$ cat src/psc_pkg.sv
// Purpose: Shared constants for the pressure sensor measurement command block.
// Assumes: Core clock of 200 MHz; all times below are in nanoseconds.
// Notes: Cycle counts are derived from the printed times and the clock period.
package psc_pkg;

    localparam int CLK_PERIOD_NS = 5;
    localparam int T_FIRST_NS = 8_000_000;
    localparam int T_SETTLE_NS = 12_000_000;
    localparam int T_SAMPLE_NS = 500_000;
    localparam int T_RECOV_NS = 500_000;
    localparam int T_CONV_NS = 45_000_000;
    localparam int T_AVG_LIN_NS = 25_000_000;

    localparam int FIRST_CYC = (T_FIRST_NS + CLK_PERIOD_NS - 1) / CLK_PERIOD_NS;
    localparam int SAMPLE_CYC = T_SAMPLE_NS / CLK_PERIOD_NS;
    localparam int RECOV_CYC = (T_RECOV_NS + CLK_PERIOD_NS - 1) / CLK_PERIOD_NS;
    localparam int CONV_CYC = (T_CONV_NS + CLK_PERIOD_NS - 1) / CLK_PERIOD_NS;
    localparam int AVG_LIN_SAMPLES = T_AVG_LIN_NS / T_SAMPLE_NS;
    localparam int EMA_DIVISOR = 20;

    localparam logic [6:0] ADDR_MAIN = 7'h25;
    localparam logic [6:0] ADDR_ALT = 7'h26;

    localparam logic [15:0] CMD_CONT_MF_AVG = 16'h3603;
    localparam logic [15:0] CMD_CONT_MF = 16'h3608;
    localparam logic [15:0] CMD_CONT_DP_AVG = 16'h3615;
    localparam logic [15:0] CMD_CONT_DP = 16'h361e;
    localparam logic [15:0] CMD_STOP = 16'h3ff9;
    localparam logic [15:0] CMD_TRIG_MF = 16'h3624;
    localparam logic [15:0] CMD_TRIG_DP = 16'h362f;
    localparam logic [15:0] CMD_TRIG_MF_STR = 16'h3726;
    localparam logic [15:0] CMD_TRIG_DP_STR = 16'h372d;

    localparam logic [7:0] CRC_POLY = 8'h31;
    localparam logic [7:0] CRC_INIT = 8'hff;
    localparam logic [15:0] SCALE_PA_DEFAULT = 16'h003c;
    localparam int RESULT_BYTES = 9;

    typedef enum logic [1:0] {
        MD_IDLE = 2'b00,
        MD_CONT = 2'b01,
        MD_TRIG = 2'b10,
        MD_RECOV = 2'b11
    } psc_mode_type;

    typedef enum logic [3:0] {
        S_IDLE = 4'b0000,
        S_ADDR = 4'b0001,
        S_AACK = 4'b0010,
        S_AHOLD = 4'b0011,
        S_RX = 4'b0100,
        S_RACK = 4'b0101,
        S_RHOLD = 4'b0110,
        S_TX = 4'b0111,
        S_MACK = 4'b1000,
        S_STRETCH = 4'b1001
    } psc_i2c_state_type;

endpackage

$ cat src/psc_meas_cmd.sv
// Purpose: I2C target command interpreter for start/stop/triggered measurements.
// Assumes: SCL and SDA are sampled by i_clk; samples arrive from the front end.
// Notes: Two-way pins are split into input, output and active-low enable.
`timescale 1ns/1ps

////////////////////////////////////////////////////////////////////////////////
module psc_fifo #(
    parameter int WIDTH = 32,
    parameter int DEPTH = 4
) (
    input wire logic i_clk,
    input wire logic i_rst_b,
    input wire logic i_in_valid,
    output logic o_in_ready,
    input wire logic [WIDTH-1:0] i_in_data,
    output logic o_out_valid,
    input wire logic i_out_ready,
    output logic [WIDTH-1:0] o_out_data
);
    localparam int AW = $clog2(DEPTH);
    logic [WIDTH-1:0] mem [DEPTH];
    logic [AW-1:0] wr_ptr_reg;
    logic [AW-1:0] rd_ptr_reg;
    logic [AW:0] count_reg;
    logic push;
    logic pop;

    assign o_in_ready = (count_reg != (AW + 1)'(DEPTH));
    assign o_out_valid = (count_reg != '0);
    assign o_out_data = mem[rd_ptr_reg];
    assign push = i_in_valid & o_in_ready;
    assign pop = o_out_valid & i_out_ready;

    always_ff @(posedge i_clk) begin
        if (push) begin
            mem[wr_ptr_reg] <= i_in_data;
        end
    end

    always_ff @(posedge i_clk or negedge i_rst_b) begin
        if (!i_rst_b) begin
            wr_ptr_reg <= '0;
            rd_ptr_reg <= '0;
            count_reg <= '0;
        end else begin
            if (push) begin
                wr_ptr_reg <= (wr_ptr_reg == AW'(DEPTH - 1)) ? '0 : wr_ptr_reg + 1'b1;
            end
            if (pop) begin
                rd_ptr_reg <= (rd_ptr_reg == AW'(DEPTH - 1)) ? '0 : rd_ptr_reg + 1'b1;
            end
            count_reg <= count_reg + (AW + 1)'(push) - (AW + 1)'(pop);
        end
    end
endmodule

////////////////////////////////////////////////////////////////////////////////
module psc_meas_cmd #(
    parameter int FIRST_CYC = psc_pkg::FIRST_CYC,
    parameter int SAMPLE_CYC = psc_pkg::SAMPLE_CYC,
    parameter int RECOV_CYC = psc_pkg::RECOV_CYC,
    parameter int CONV_CYC = psc_pkg::CONV_CYC,
    parameter int FIFO_DEPTH = 4,
    parameter logic [15:0] SCALE_PA = psc_pkg::SCALE_PA_DEFAULT
) (
    input wire logic i_clk,
    input wire logic i_rst_b,
    input wire logic i_addr_alt,
    input wire logic i_scl,
    output logic o_scl,
    output logic o_scl_oe_b,
    input wire logic i_sda,
    output logic o_sda,
    output logic o_sda_oe_b,
    input wire logic i_smp_valid,
    output logic o_smp_ready,
    input wire logic [15:0] i_smp_pressure,
    input wire logic [15:0] i_smp_temp,
    output logic o_heater_on,
    output logic o_comp_mass_flow
);
    import psc_pkg::*;

    function automatic logic [7:0] crc8(input logic [15:0] word);
        logic [7:0] crc;
        crc = CRC_INIT;
        for (int i = 15; i >= 0; i--) begin
            crc = (crc[7] ^ word[i]) ? ({crc[6:0], 1'b0} ^ CRC_POLY) : {crc[6:0], 1'b0};
        end
        return crc;
    endfunction

    function automatic logic [7:0] tx_byte(input logic [3:0] idx, input logic [15:0] p,
                                           input logic [15:0] t, input logic [15:0] s);
        logic [7:0] b;
        unique case (idx)
            4'h0: b = p[15:8];
            4'h1: b = p[7:0];
            4'h2: b = crc8(p);
            4'h3: b = t[15:8];
            4'h4: b = t[7:0];
            4'h5: b = crc8(t);
            4'h6: b = s[15:8];
            4'h7: b = s[7:0];
            4'h8: b = crc8(s);
            default: b = 8'hff;
        endcase
        return b;
    endfunction

    function automatic logic [15:0] mean16(input logic signed [23:0] sum, input logic [6:0] n);
        logic signed [23:0] q;
        q = sum / $signed({17'h0, n});
        return q[15:0];
    endfunction

    ////////////////////////////////////////////////////////////////////////////
    logic scl_m_reg, scl_s_reg, scl_p_reg, sda_m_reg, sda_s_reg, sda_p_reg;
    logic addr_m_reg, addr_s_reg;
    logic scl_rise, scl_fall, start_det, stop_det;

    always_ff @(posedge i_clk or negedge i_rst_b) begin
        if (!i_rst_b) begin
            scl_m_reg <= 1'b1;
            scl_s_reg <= 1'b1;
            scl_p_reg <= 1'b1;
            sda_m_reg <= 1'b1;
            sda_s_reg <= 1'b1;
            sda_p_reg <= 1'b1;
            addr_m_reg <= 1'b0;
            addr_s_reg <= 1'b0;
        end else begin
            scl_m_reg <= i_scl;
            scl_s_reg <= scl_m_reg;
            scl_p_reg <= scl_s_reg;
            sda_m_reg <= i_sda;
            sda_s_reg <= sda_m_reg;
            sda_p_reg <= sda_s_reg;
            addr_m_reg <= i_addr_alt;
            addr_s_reg <= addr_m_reg;
        end
    end

    assign scl_rise = scl_s_reg & ~scl_p_reg;
    assign scl_fall = ~scl_s_reg & scl_p_reg;
    assign start_det = scl_s_reg & scl_p_reg & sda_p_reg & ~sda_s_reg;
    assign stop_det = scl_s_reg & scl_p_reg & ~sda_p_reg & sda_s_reg;

    ////////////////////////////////////////////////////////////////////////////
    psc_mode_type mode_reg;
    psc_i2c_state_type st_reg;
    logic [23:0] timer_reg;
    logic [16:0] spl_cnt_reg;
    logic avg_en_reg, stretch_en_reg, comp_mf_reg, first_done_reg, data_ok_reg, have_res_reg;
    logic [2:0] cnt_reg;
    logic [7:0] sh_reg, tx_sh_reg, cmd_hi_reg;
    logic [15:0] cmd_code_reg;
    logic [3:0] byte_idx_reg;
    logic rw_reg, ack_reg, had_data_reg, cmd_idx_reg, cmd_fire_reg, snap_take_reg;
    logic sda_low_reg, scl_low_reg;
    logic [15:0] res_p_reg, res_t_reg, snap_p_reg, snap_t_reg;
    logic signed [23:0] sum_p_reg, sum_t_reg;
    logic [6:0] n_reg;
    logic fifo_valid, pop, spl_tick, conv_end, hdr_match, wr_ok, rd_ok;
    logic [31:0] fifo_data;
    logic [15:0] x_p, x_t;
    logic [7:0] first_tx;

    assign hdr_match = (sh_reg[6:0] == (addr_s_reg ? ADDR_ALT : ADDR_MAIN));
    assign wr_ok = (mode_reg == MD_IDLE) || (mode_reg == MD_CONT);
    assign rd_ok = data_ok_reg || ((mode_reg == MD_TRIG) && stretch_en_reg);
    assign spl_tick = (spl_cnt_reg == 17'(SAMPLE_CYC - 1));
    assign conv_end = (mode_reg == MD_TRIG) && (timer_reg >= 24'(CONV_CYC - 1));
    assign pop = fifo_valid & (((mode_reg == MD_CONT) & spl_tick) | conv_end);
    assign x_p = fifo_data[31:16];
    assign x_t = fifo_data[15:0];
    assign first_tx = tx_byte(4'h0, snap_p_reg, snap_t_reg, SCALE_PA);

    psc_fifo #(.WIDTH(32), .DEPTH(FIFO_DEPTH)) u_fifo (
        .i_clk(i_clk),
        .i_rst_b(i_rst_b),
        .i_in_valid(i_smp_valid),
        .o_in_ready(o_smp_ready),
        .i_in_data({i_smp_pressure, i_smp_temp}),
        .o_out_valid(fifo_valid),
        .i_out_ready(pop),
        .o_out_data(fifo_data)
    );

    ////////////////////////////////////////////////////////////////////////////
    // Commands only take effect once both bytes are acknowledged.
    always_ff @(posedge i_clk or negedge i_rst_b) begin
        if (!i_rst_b) begin
            mode_reg <= MD_IDLE;
            timer_reg <= '0;
            spl_cnt_reg <= '0;
            avg_en_reg <= 1'b0;
            stretch_en_reg <= 1'b0;
            comp_mf_reg <= 1'b0;
            first_done_reg <= 1'b0;
            data_ok_reg <= 1'b0;
        end else begin
            spl_cnt_reg <= spl_tick ? '0 : spl_cnt_reg + 1'b1;
            if (timer_reg != 24'hffffff) begin
                timer_reg <= timer_reg + 1'b1;
            end
            if (cmd_fire_reg && mode_reg == MD_IDLE) begin
                unique case (cmd_code_reg)
                    CMD_CONT_MF_AVG, CMD_CONT_MF, CMD_CONT_DP_AVG, CMD_CONT_DP: begin
                        mode_reg <= MD_CONT;
                        comp_mf_reg <= (cmd_code_reg == CMD_CONT_MF_AVG) ||
                                       (cmd_code_reg == CMD_CONT_MF);
                        avg_en_reg <= (cmd_code_reg == CMD_CONT_MF_AVG) ||
                                      (cmd_code_reg == CMD_CONT_DP_AVG);
                        timer_reg <= '0;
                        first_done_reg <= 1'b0;
                        data_ok_reg <= 1'b0;
                    end
                    CMD_TRIG_MF, CMD_TRIG_DP, CMD_TRIG_MF_STR, CMD_TRIG_DP_STR: begin
                        mode_reg <= MD_TRIG;
                        comp_mf_reg <= (cmd_code_reg == CMD_TRIG_MF) ||
                                       (cmd_code_reg == CMD_TRIG_MF_STR);
                        stretch_en_reg <= (cmd_code_reg == CMD_TRIG_MF_STR) ||
                                          (cmd_code_reg == CMD_TRIG_DP_STR);
                        avg_en_reg <= 1'b0;
                        timer_reg <= '0;
                        data_ok_reg <= 1'b0;
                    end
                    CMD_STOP: begin
                        mode_reg <= MD_RECOV;
                        timer_reg <= '0;
                    end
                    default: begin
                    end
                endcase
            end else if (cmd_fire_reg && mode_reg == MD_CONT && cmd_code_reg == CMD_STOP) begin
                mode_reg <= MD_RECOV;
                timer_reg <= '0;
                data_ok_reg <= 1'b0;
            end else begin
                unique case (mode_reg)
                    MD_CONT: begin
                        if (timer_reg == 24'(FIRST_CYC - 1)) begin
                            first_done_reg <= 1'b1;
                        end
                        data_ok_reg <= first_done_reg & have_res_reg;
                    end
                    MD_TRIG: begin
                        if (pop) begin
                            mode_reg <= MD_IDLE;
                            data_ok_reg <= 1'b1;
                        end
                    end
                    MD_RECOV: begin
                        if (timer_reg >= 24'(RECOV_CYC - 1)) begin
                            mode_reg <= MD_IDLE;
                        end
                    end
                    MD_IDLE: begin
                    end
                endcase
            end
        end
    end

    // The heater only runs while a conversion is in progress.
    assign o_heater_on = (mode_reg == MD_CONT) || (mode_reg == MD_TRIG);
    assign o_comp_mass_flow = comp_mf_reg;

    ////////////////////////////////////////////////////////////////////////////
    // A read restarts the average; a sample in the same cycle seeds it.
    always_ff @(posedge i_clk or negedge i_rst_b) begin
        if (!i_rst_b) begin
            res_p_reg <= '0;
            res_t_reg <= '0;
            sum_p_reg <= '0;
            sum_t_reg <= '0;
            n_reg <= '0;
            have_res_reg <= 1'b0;
        end else begin
            if (cmd_fire_reg && mode_reg == MD_IDLE) begin
                n_reg <= '0;
                sum_p_reg <= '0;
                sum_t_reg <= '0;
                have_res_reg <= 1'b0;
            end else if (pop) begin
                have_res_reg <= 1'b1;
                if (!avg_en_reg) begin
                    res_p_reg <= x_p;
                    res_t_reg <= x_t;
                end else if (snap_take_reg || n_reg < 7'(AVG_LIN_SAMPLES)) begin
                    sum_p_reg <= (snap_take_reg ? 24'sd0 : sum_p_reg) + 24'($signed(x_p));
                    sum_t_reg <= (snap_take_reg ? 24'sd0 : sum_t_reg) + 24'($signed(x_t));
                    n_reg <= (snap_take_reg ? 7'd0 : n_reg) + 7'd1;
                    res_p_reg <= mean16((snap_take_reg ? 24'sd0 : sum_p_reg) +
                                        24'($signed(x_p)), (snap_take_reg ? 7'd0 : n_reg) + 7'd1);
                    res_t_reg <= mean16((snap_take_reg ? 24'sd0 : sum_t_reg) +
                                        24'($signed(x_t)), (snap_take_reg ? 7'd0 : n_reg) + 7'd1);
                end else begin
                    res_p_reg <= 16'($signed(res_p_reg) + ($signed(17'($signed(x_p))) -
                                 $signed(17'($signed(res_p_reg)))) / 17'sd20);
                    res_t_reg <= 16'($signed(res_t_reg) + ($signed(17'($signed(x_t))) -
                                 $signed(17'($signed(res_t_reg)))) / 17'sd20);
                end
            end else if (snap_take_reg && avg_en_reg) begin
                n_reg <= '0;
                sum_p_reg <= '0;
                sum_t_reg <= '0;
            end
            if (snap_take_reg) begin
                snap_p_reg <= res_p_reg;
                snap_t_reg <= res_t_reg;
            end
        end
    end

    ////////////////////////////////////////////////////////////////////////////
    // SDA changes only after SCL falls so the controller never sees a false STOP.
    always_ff @(posedge i_clk or negedge i_rst_b) begin
        if (!i_rst_b) begin
            st_reg <= S_IDLE;
            cnt_reg <= '0;
            sh_reg <= '0;
            tx_sh_reg <= '0;
            cmd_hi_reg <= '0;
            cmd_code_reg <= '0;
            byte_idx_reg <= '0;
            rw_reg <= 1'b0;
            ack_reg <= 1'b0;
            had_data_reg <= 1'b0;
            cmd_idx_reg <= 1'b0;
            cmd_fire_reg <= 1'b0;
            snap_take_reg <= 1'b0;
            sda_low_reg <= 1'b0;
            scl_low_reg <= 1'b0;
        end else begin
            cmd_fire_reg <= 1'b0;
            snap_take_reg <= 1'b0;
            if (stop_det) begin
                st_reg <= S_IDLE;
                sda_low_reg <= 1'b0;
                scl_low_reg <= 1'b0;
            end else if (start_det) begin
                st_reg <= S_ADDR;
                cnt_reg <= '0;
                sda_low_reg <= 1'b0;
                scl_low_reg <= 1'b0;
            end else begin
                unique case (st_reg)
                    S_IDLE: begin
                    end
                    S_ADDR: if (scl_rise) begin
                        sh_reg <= {sh_reg[6:0], sda_s_reg};
                        cnt_reg <= cnt_reg + 1'b1;
                        if (cnt_reg == 3'd7) begin
                            st_reg <= S_AACK;
                            rw_reg <= sda_s_reg;
                            ack_reg <= hdr_match & (sda_s_reg ? rd_ok : wr_ok);
                            had_data_reg <= data_ok_reg;
                            snap_take_reg <= hdr_match & sda_s_reg & data_ok_reg;
                        end
                    end
                    S_AACK: if (scl_fall) begin
                        sda_low_reg <= ack_reg;
                        st_reg <= ack_reg ? S_AHOLD : S_IDLE;
                    end
                    S_AHOLD: if (scl_fall) begin
                        byte_idx_reg <= '0;
                        cmd_idx_reg <= 1'b0;
                        cnt_reg <= '0;
                        if (!rw_reg) begin
                            sda_low_reg <= 1'b0;
                            st_reg <= S_RX;
                        end else if (had_data_reg) begin
                            tx_sh_reg <= first_tx;
                            sda_low_reg <= ~first_tx[7];
                            st_reg <= S_TX;
                        end else begin
                            sda_low_reg <= 1'b0;
                            scl_low_reg <= 1'b1;
                            st_reg <= S_STRETCH;
                        end
                    end
                    S_STRETCH: begin
                        if (snap_take_reg) begin
                            tx_sh_reg <= first_tx;
                            sda_low_reg <= ~first_tx[7];
                            scl_low_reg <= 1'b0;
                            st_reg <= S_TX;
                        end else if (data_ok_reg) begin
                            snap_take_reg <= 1'b1;
                        end
                    end
                    S_TX: if (scl_fall) begin
                        cnt_reg <= cnt_reg + 1'b1;
                        if (cnt_reg == 3'd7) begin
                            sda_low_reg <= 1'b0;
                            st_reg <= S_MACK;
                        end else begin
                            sda_low_reg <= ~tx_sh_reg[6];
                            tx_sh_reg <= {tx_sh_reg[6:0], 1'b0};
                        end
                    end
                    S_MACK: begin
                        if (scl_rise) begin
                            if (sda_s_reg) begin
                                st_reg <= S_IDLE;
                            end else begin
                                byte_idx_reg <= byte_idx_reg + 1'b1;
                            end
                        end else if (scl_fall) begin
                            tx_sh_reg <= tx_byte(byte_idx_reg, snap_p_reg, snap_t_reg,
                                                 SCALE_PA);
                            sda_low_reg <= ~tx_byte(byte_idx_reg, snap_p_reg, snap_t_reg,
                                                    SCALE_PA)[7];
                            st_reg <= S_TX;
                        end
                    end
                    S_RX: if (scl_rise) begin
                        sh_reg <= {sh_reg[6:0], sda_s_reg};
                        cnt_reg <= cnt_reg + 1'b1;
                        if (cnt_reg == 3'd7) begin
                            st_reg <= S_RACK;
                        end
                    end
                    S_RACK: if (scl_fall) begin
                        sda_low_reg <= 1'b1;
                        st_reg <= S_RHOLD;
                        cmd_idx_reg <= ~cmd_idx_reg;
                        if (!cmd_idx_reg) begin
                            cmd_hi_reg <= sh_reg;
                        end else begin
                            cmd_code_reg <= {cmd_hi_reg, sh_reg};
                            cmd_fire_reg <= 1'b1;
                        end
                    end
                    S_RHOLD: if (scl_fall) begin
                        sda_low_reg <= 1'b0;
                        st_reg <= S_RX;
                    end
                    default: st_reg <= S_IDLE;
                endcase
            end
        end
    end

    assign o_sda = 1'b0;
    assign o_sda_oe_b = ~sda_low_reg;
    assign o_scl = 1'b0;
    assign o_scl_oe_b = ~scl_low_reg;
endmodule

$ cat config.mk
export PLATFORM = sky130hd
export DESIGN_NAME = psc_meas_cmd
export DESIGN_NICKNAME = d
export VERILOG_FILES = /design/src/psc_pkg.sv /design/src/psc_meas_cmd.sv
export SDC_FILE = /design/constraint.sdc
export NUM_CORES = 2
export LEC_CHECK = 0
export BUFFER_PORTS_ARGS = -buffer_cell sky130_fd_sc_hd__buf_2
export CAP_MARGIN = 20
export CELL_PAD_IN_SITES_DETAIL_PLACEMENT = 1
export CELL_PAD_IN_SITES_GLOBAL_PLACEMENT = 2
export CORE_MARGIN = 3
export CORE_UTILIZATION = 41
export DETAILED_ROUTE_END_ITERATION = 12
export PLACE_DENSITY = 0.94
export SYNTH_ARGS = -nofsm -noshare
export SYNTH_HDL_FRONTEND = slang
export SYNTH_HIERARCHICAL = 1
export SYNTH_SLANG_ARGS = --single-unit
$ cat constraint.sdc
create_clock -name i_clk -period 75.1 [get_ports i_clk]
set_clock_uncertainty 0.05 [all_clocks]
set_input_delay 3.755 -clock i_clk [delete_from_list [all_inputs] [get_ports i_clk]]
set_output_delay 3.755 -clock i_clk [all_outputs]
set_load 0.005 [all_outputs]
After elaboration in Yosys (flattened, before gate mapping)

Memory sizes are Yosys's and may differ from the RTL's.
Cells that the tools add are included.

Output and inout port bits: 7
Register bits after elaboration: 241
RAM bits: 128
Memories: 1
Input bits: 38

$add $sub $neg: 15
Order comparisons: 3
Multiplexer cells: 160
Equality and inequality tests: 77
Div/mod/pow operators: 4
Bitwise logic cells: 89
Reductions and logical operators: 55

Memory list:

| memory     | words | bits a word | read ports | clocked after Yosys merged registers in | write ports | line               | RTL |
|---|---|---|---|---|---|---|---|
| u_fifo.mem | 4     | 32          | 1          | 0                                       | 1           | psc_meas_cmd.sv:21 | `logic [WIDTH-1:0] mem [DEPTH];` |

Operators by type and width:

| cell                    | number |
|---|---|
| $mux W24                | 15 |
| $mux W6                 | 32 |
| $eq A16 B14 Y1 const B  | 9 |
| $not A3 Y3              | 30 |
| $mux W4                 | 21 |
| $mux W7                 | 12 |
| $pmux W8 S9             | 1 |
| $mux W16                | 4 |
| $ne A4 B4 Y1 const B    | 16 |
| $add A24 B16 Y24        | 2 |
| $div A24 B8 Y24         | 2 |
| $mux W1                 | 44 |
| $mux W8                 | 5 |
| $pmux W4 S10            | 1 |
| $div A17 B6 Y17 const B | 2 |
| $sub A16 B16 Y17        | 2 |
| $add A16 B16 Y16        | 2 |
| $eq A4 B3 Y1 const B    | 8 |
| $reduce_and A5 Y1       | 6 |
| $pmux W7 S4             | 1 |
| $ne A2 B2 Y1 const B    | 13 |
| $xor A1 B1 Y1           | 26 |
| $add A24 B1 Y24 const B | 1 |
| $eq A24 B21 Y1 const B  | 1 |
| 56 further kinds        | 147 |

Depth between registers and ports, before layout

Depth after elaboration: 43
Mapped depth: 338

Cells and area by module

Netlist, hierarchy kept.

By module, submodules not included:

| module       | times used | cells an instance | seq. area each (µm²) | area an instance (µm²) |
|---|---|---|---|---|
| psc_meas_cmd | 1          | 6,111             | 6,023.3              | 45,697.6 |
| psc_fifo     | 1          | 206               | 4,018.9              | 5,057.4 |

Least setup slack after synthesis

OpenSTA, ideal clock, no wires.

Kind: reg2reg
Start: register snap_take_reg
End: register res_t_reg[14]
Clock period less this slack: 59.732 ns
Buffers on the path: 24
Required time: 74.919 ns
Arrival: 59.551 ns
Library setup time: 0.131 ns
Stages on the path, launching flop included: 321
Setup slack: 15.368 ns
Cell sequence: dfrtp_1 clkbuf_1 clkbuf_1 clkbuf_1 nor2b_1 ha_1 fa_1 a21o_1 a21o_1 nand4_1 o2111ai_1 a2111o_1 or4_4 nor4_4 nand2_1 inv_1 ha_1 a22o_1 [... 285 more ...] a21o_1 a21oi_1 nor2b_1 o21ai_0 nand2b_1 a21oi_1 nand4_1 a221o_1 nor4_1 nand3_2 and4b_1 ha_1 nand4_1 o21ai_0 xor2_1 nor2_1 o221ai_1 o21ai_0

Cells in the longest elaborated chain, start to end: 5
Elaborated cells on any way between the ends: 8
Those cells by class: add/sub: 2; div: 1; mux: 4; reduce/logical: 1

Ends and longest elaborated chain:

| what                                              | line                                     | RTL |
|---|---|---|
| from (decl)                                       | psc_meas_cmd.sv:159                      | `logic rw_reg, ack_reg, had_data_reg, cmd_idx_reg, cmd_fire_reg, snap_take_reg;` |
| from (signal assigned)                            | psc_meas_cmd.sv:360                      | `snap_take_reg <= hdr_match & sda_s_reg & data_ok_reg;` |
| $mux W24 or $mux W7 (tied branches)               | psc_meas_cmd.sv:297, psc_meas_cmd.sv:298 |  |
| $add A24 B16 Y24 or $add A7 B1 Y7 (tied branches) | psc_meas_cmd.sv:297, psc_meas_cmd.sv:298 |  |
| $div A24 B8 Y24                                   | psc_meas_cmd.sv:113                      | `q = sum / $signed({17'h0, n});` |
| $mux W16 (*)                                      | psc_meas_cmd.sv:291                      | `end else if (snap_take_reg \|\| n_reg < 7'(AVG_LIN_SAMPLES)) begin` |
| $mux W16 (*)                                      | psc_meas_cmd.sv:288                      | `if (!avg_en_reg) begin` |
| to (signal assigned)                              | psc_meas_cmd.sv:290                      | `res_t_reg <= x_t;` |
| to (signal assigned)                              | psc_meas_cmd.sv:297                      | `res_t_reg <= mean16((snap_take_reg ? 24'sd0 : sum_t_reg) +` |
| to (signal assigned)                              | psc_meas_cmd.sv:302                      | `res_t_reg <= 16'($signed(res_t_reg) + ($signed(17'($signed(x_t))) -` |
| to (decl)                                         | psc_meas_cmd.sv:161                      | `logic [15:0] res_p_reg, res_t_reg, snap_p_reg, snap_t_reg;` |

Every way passes the cells marked *; elsewhere a longest branch is shown, timed or not.
A chain may end at the register's enable or synchronous reset.

Worst setup path in the final report

Start: register u_fifo.rd_ptr_reg[0]
End: register res_t_reg[10]

Cells in the longest elaborated chain, start to end: 6
Elaborated cells on any way between the ends: 8
Those cells by class: add/sub: 3; div: 2; mux: 2; memory: 1

Ends and longest elaborated chain:

| what                                                     | line                | RTL |
|---|---|---|
| from (decl)                                              | psc_meas_cmd.sv:23  | `logic [AW-1:0] rd_ptr_reg;` |
| from (signal assigned)                                   | psc_meas_cmd.sv:50  | `rd_ptr_reg <= (rd_ptr_reg == AW'(DEPTH - 1)) ? '0 : rd_ptr_reg + 1'b1;` |
| $mem_v2 Z4 W32 (*)                                       | --                  |  |
| net fifo_data[1]                                         | psc_meas_cmd.sv:165 | `logic [31:0] fifo_data;` |
| branches (longest 3 deep; another with $add A24 B16 Y24) | --                  |  |
| $mux W16 (*)                                             | psc_meas_cmd.sv:291 |  |
| $mux W16 (*)                                             | psc_meas_cmd.sv:288 |  |

Mark *: on every way through the listed nets, which the timed path passes.

==> key figures <==
STA
  • Final critical-path share of the clock period: around 90%
  • Relative slew slack: 30.0%
  • Worst-margin pin slew: 1.05 ns
  • Final Max Slew Viols: 0
  • Timing-limited maximum frequency: 14.5 MHz
  • Setup violations, final: 0
  • Worst setup margin: 5.93 ns
  • Final min period: 69.17 ns
  • Final hold violations: 0
  • Tightest hold margin: 0.308 ns

GRT
  • Pin count of the biggest net entering global routing: between 80 and 90
  • Vias in the first global route: 50900
  • First-pass GRT wire length: 280000 µm
  • Initial antenna violation count: 25
  • Combined global-route utilization of all metal layers: 26.4%
  • Final global-route overflow total: 0

Logic synthesis
  • Gate Count Post-Synth: 6317
  • Number of warnings issued by yosys: 6
  • Proportion of synthesized chip area in sequential cells: between 10% and 20%
  • Count of flip-flops with a built-in enable after synthesis: 160
  • Unique cell type count in the Yosys netlist: ~170
  • Mapped Area: 50800 µm²
  • Flip-flop and latch count after synthesis: 369
  • Fraction of registers with async set/reset: 56.6%
  • Commonest register cell after synthesis: dfrtp_1
  • Synthesized area per cell: 8.03 µm²

Setup path
  • Flop-to-flop setup slack: about 6 ns
  • Arrival time at the worst endpoint: 69.54 ns
  • Type of destination of the critical path: flip-flop
  • Worst setup SP type: flip-flop
  • Worst path most repeated cell: o21a_1
  • Setup CP Type: flip-flop to flip-flop
  • Worst R2R End: res_t_reg[10]$_DFFE_PN0P_
  • Slowest library cell on the worst path: mux4_2
  • Worst Reg2Reg Path Length in Cells: 297
  • Max FO, Critical Path: 35
  • Critical path required time: approximately 75 ns
  • Reg-to-reg critical path startpoint: u_fifo/rd_ptr_reg[0]$_DFFE_PN0P_
  • Longest individual stage delay on the worst path: 0.69 ns

Placement
  • Count of port buffers added during placement: 42
  • Weighted congestion reported at the end of routability-driven placement: 0.905
  • Number of placed instances, taps included: 7826
  • Post-detail-place hpwl: 136000 µm
  • Cell Area, Placed: 52200 µm²
  • Worst slack at placement: 3.07 ns

Drt
  • Detail-routed net length per standard cell: 22.1 µm
  • Met2 wire len: 79300 µm
  • DRC Markers: 0
  • Number of DRC markers after the initial detailed-route iteration: approximately 3700
  • Routed length on met1: approximately 81000 µm
  • Highest metal layer with signal wires: met5
  • Antenna-violating nets left: 0
  • Vias post-DR: 50200
  • Number of optimization iterations in the first detailed-route pass: 6
  • Via count normalized by instance count: approximately 6.3
  • Routed WL: 176000 µm
  • Routed wire length on met3: approximately 10000 µm

Outcome
  • Run status: completed

Die
  • Starting Density: 41.5%
  • Horizontal die dimension: 358 µm
  • Core region area: approximately 120000 µm²
  • Number of placed I/O pins: 45
  • Placement Rows: ~130
  • Die Y-Extent: ~360 µm
  • Die area: between 100000 and 150000 µm²

CTS
  • Clock tree from TritonCTS: built
  • Number of sinks driven by the clock tree: between 300 and 400
  • Clock-pin slew of the registers on the worst-case setup and hold paths: 0.06 ns
  • Clk root buf: clkbuf_16
  • Number of CTS-inserted buffers: 44
  • CTS max path bufs: 3
  • Clock insertion delay at the later pin of the skew report: 0.59 ns
  • H-Tree Level Count: 2

Min path
  • Type of the tightest min-delay check: flip-flop to flip-flop
  • Launch point of the worst hold path: scl_m_reg$_DFF_PN1_
  • Min-Delay Path Depth: 0
  • WHS Endpoint: scl_s_reg$_DFF_PN1_

Finish
  • Most frequent cells in the layout: 597 x nand2_1, 570 x nor2_1, 437 x ha_1
  • Final non-filler cell total: 7937
  • Number of flip-flops in the largest register: approximately 130
  • Net total in the final layout: just under 7000
  • Largest register by flop count: u_fifo/mem
  • Most common library cell in the layout ignoring fill and taps: nand2_1
  • Filler Cells Inserted: 14900
  • Post-Layout Inst Area: 53900 µm²
  • Layout cells sized above 1: ~11%
  • Area growth, synth to finish: 6.21%

Job
  • Max Cap Viol: 0
through the flow:
step                      utilization (%)  TNS [ns]
after CTS                            43.9         0
after global placement               42.7         0
after detailed placement             42.7         0
after floorplan                         -         0
after global routing                 44.0    -0.294
final                                44.1         0
worst max path at each step:
stage,startpoint,to,slack (ns),cells past startpoint
CTS,u_fifo/rd_ptr_reg[0]$_DFFE_PN0P_,res_t_reg[10]$_DFFE_PN0P_,2.71,294
floorplan,snap_take_reg$_DFF_PN0_,res_t_reg[14]$_DFFE_PN0P_,15.37,320
global placement,u_fifo/rd_ptr_reg[0]$_DFFE_PN0P_,res_t_reg[10]$_DFFE_PN0P_,5.10,294
global route,u_fifo/rd_ptr_reg[0]$_DFFE_PN0P_,res_t_reg[12]$_DFFE_PN0P_,-0.13,302
finish,u_fifo/rd_ptr_reg[0]$_DFFE_PN0P_,res_t_reg[10]$_DFFE_PN0P_,5.93,297
detailed placement,u_fifo/rd_ptr_reg[0]$_DFFE_PN0P_,res_t_reg[10]$_DFFE_PN0P_,3.07,292
worst max-delay path: cells and delay by family, from the launching register on:
family	cells	cell delay (ns)
adders and majority gates	26	7.74
xor gates and xnor gates	1	0.18
muxes	3	1.06
DFF	1	0.34
AOI/OAI and AO/OA	164	34.95
and+or+nand+nor	92	22.81
buffers and inverters	11	1.65
Yosys cell counts (all sizes together) (19+ instances only):
cell type  number  area share (%)
a211o          30            0.54
a211oi         56            0.92
a21boi         28            0.43
a21o           98             1.5
a21oi         382             3.9
a221oi         32            0.61
a22oi          23            0.36
a311oi         20            0.37
a31oi          74            0.94
and2           92             1.2
and3           72            0.95
and4           22            0.41
buf            57            0.77
clkbuf        141             1.5
dfrtp         203              10
edfxtp        160             9.5
ha            437              11
inv           229             1.7
mux2           90             2.0
mux2i          60             1.2
mux4           32             1.4
nand2         602             4.5
nand2b         73            0.93
nand3         184             1.9
nand4          76            0.98
nor2          583             4.4
nor2b         104             1.3
nor3          322             3.3
nor3b          19            0.29
nor4           56            0.98
o211a          24            0.49
o211ai         94             1.5
o21a          242             3.6
o21ai         396             4.0
o21bai         38            0.56
o221ai         26            0.47
o22ai          35            0.44
o31ai         140             2.2
or2            56            0.70
or2b           21            0.36
or3            70            0.90
or4            30            0.51
xnor2         309             5.3
xor2          146             2.5
timing repair:
item,4_1_cts,5_1_grt
setup endpoints to repair,0,16
hold endpoints to repair,0,0
hold buffers,0,0
setup buffers,0,5
gates resized for setup,0,29
area by class of cell:
cell class              count  area [µm²]  share of cell area (%)
multi-input cells        5520       38800                    72.1
clock buffers              57        1240                    2.31
flip-flops and latches    369       10000                    18.6
diodes                     22        55.1                   0.102
inverters                 229         860                    1.59
clock inverters            25         233                   0.432
repair buffers             90         588                    1.09
well taps                1625        2030                    3.77
logic make-up (layout without fill, tap and decap cells):
group           after synthesis  in the layout  share of synthesized area (%)
simple gates               2461           2461                           25.0
compound gates             1965           1965                           27.4
xor+xnor                    456            456                           7.90
fa+ha+maj                   454            454                           11.2
buf+inv                     429            401                           4.03
flops                       369            369                           19.8
mux                         182            182                           4.64
other cells                   1             24                        0.00739
layer usage:
layer	vias to the layer above	track usage [%]
met5	-	0
met4	14	6.61
met3	276	3.56
met2	1251	43.1
met1	25000	36.6
li1	23700	-
Power is left out: the tool's default activity adds up to more than one toggle a clock period on the data nets, which glitch-free logic cannot reach.
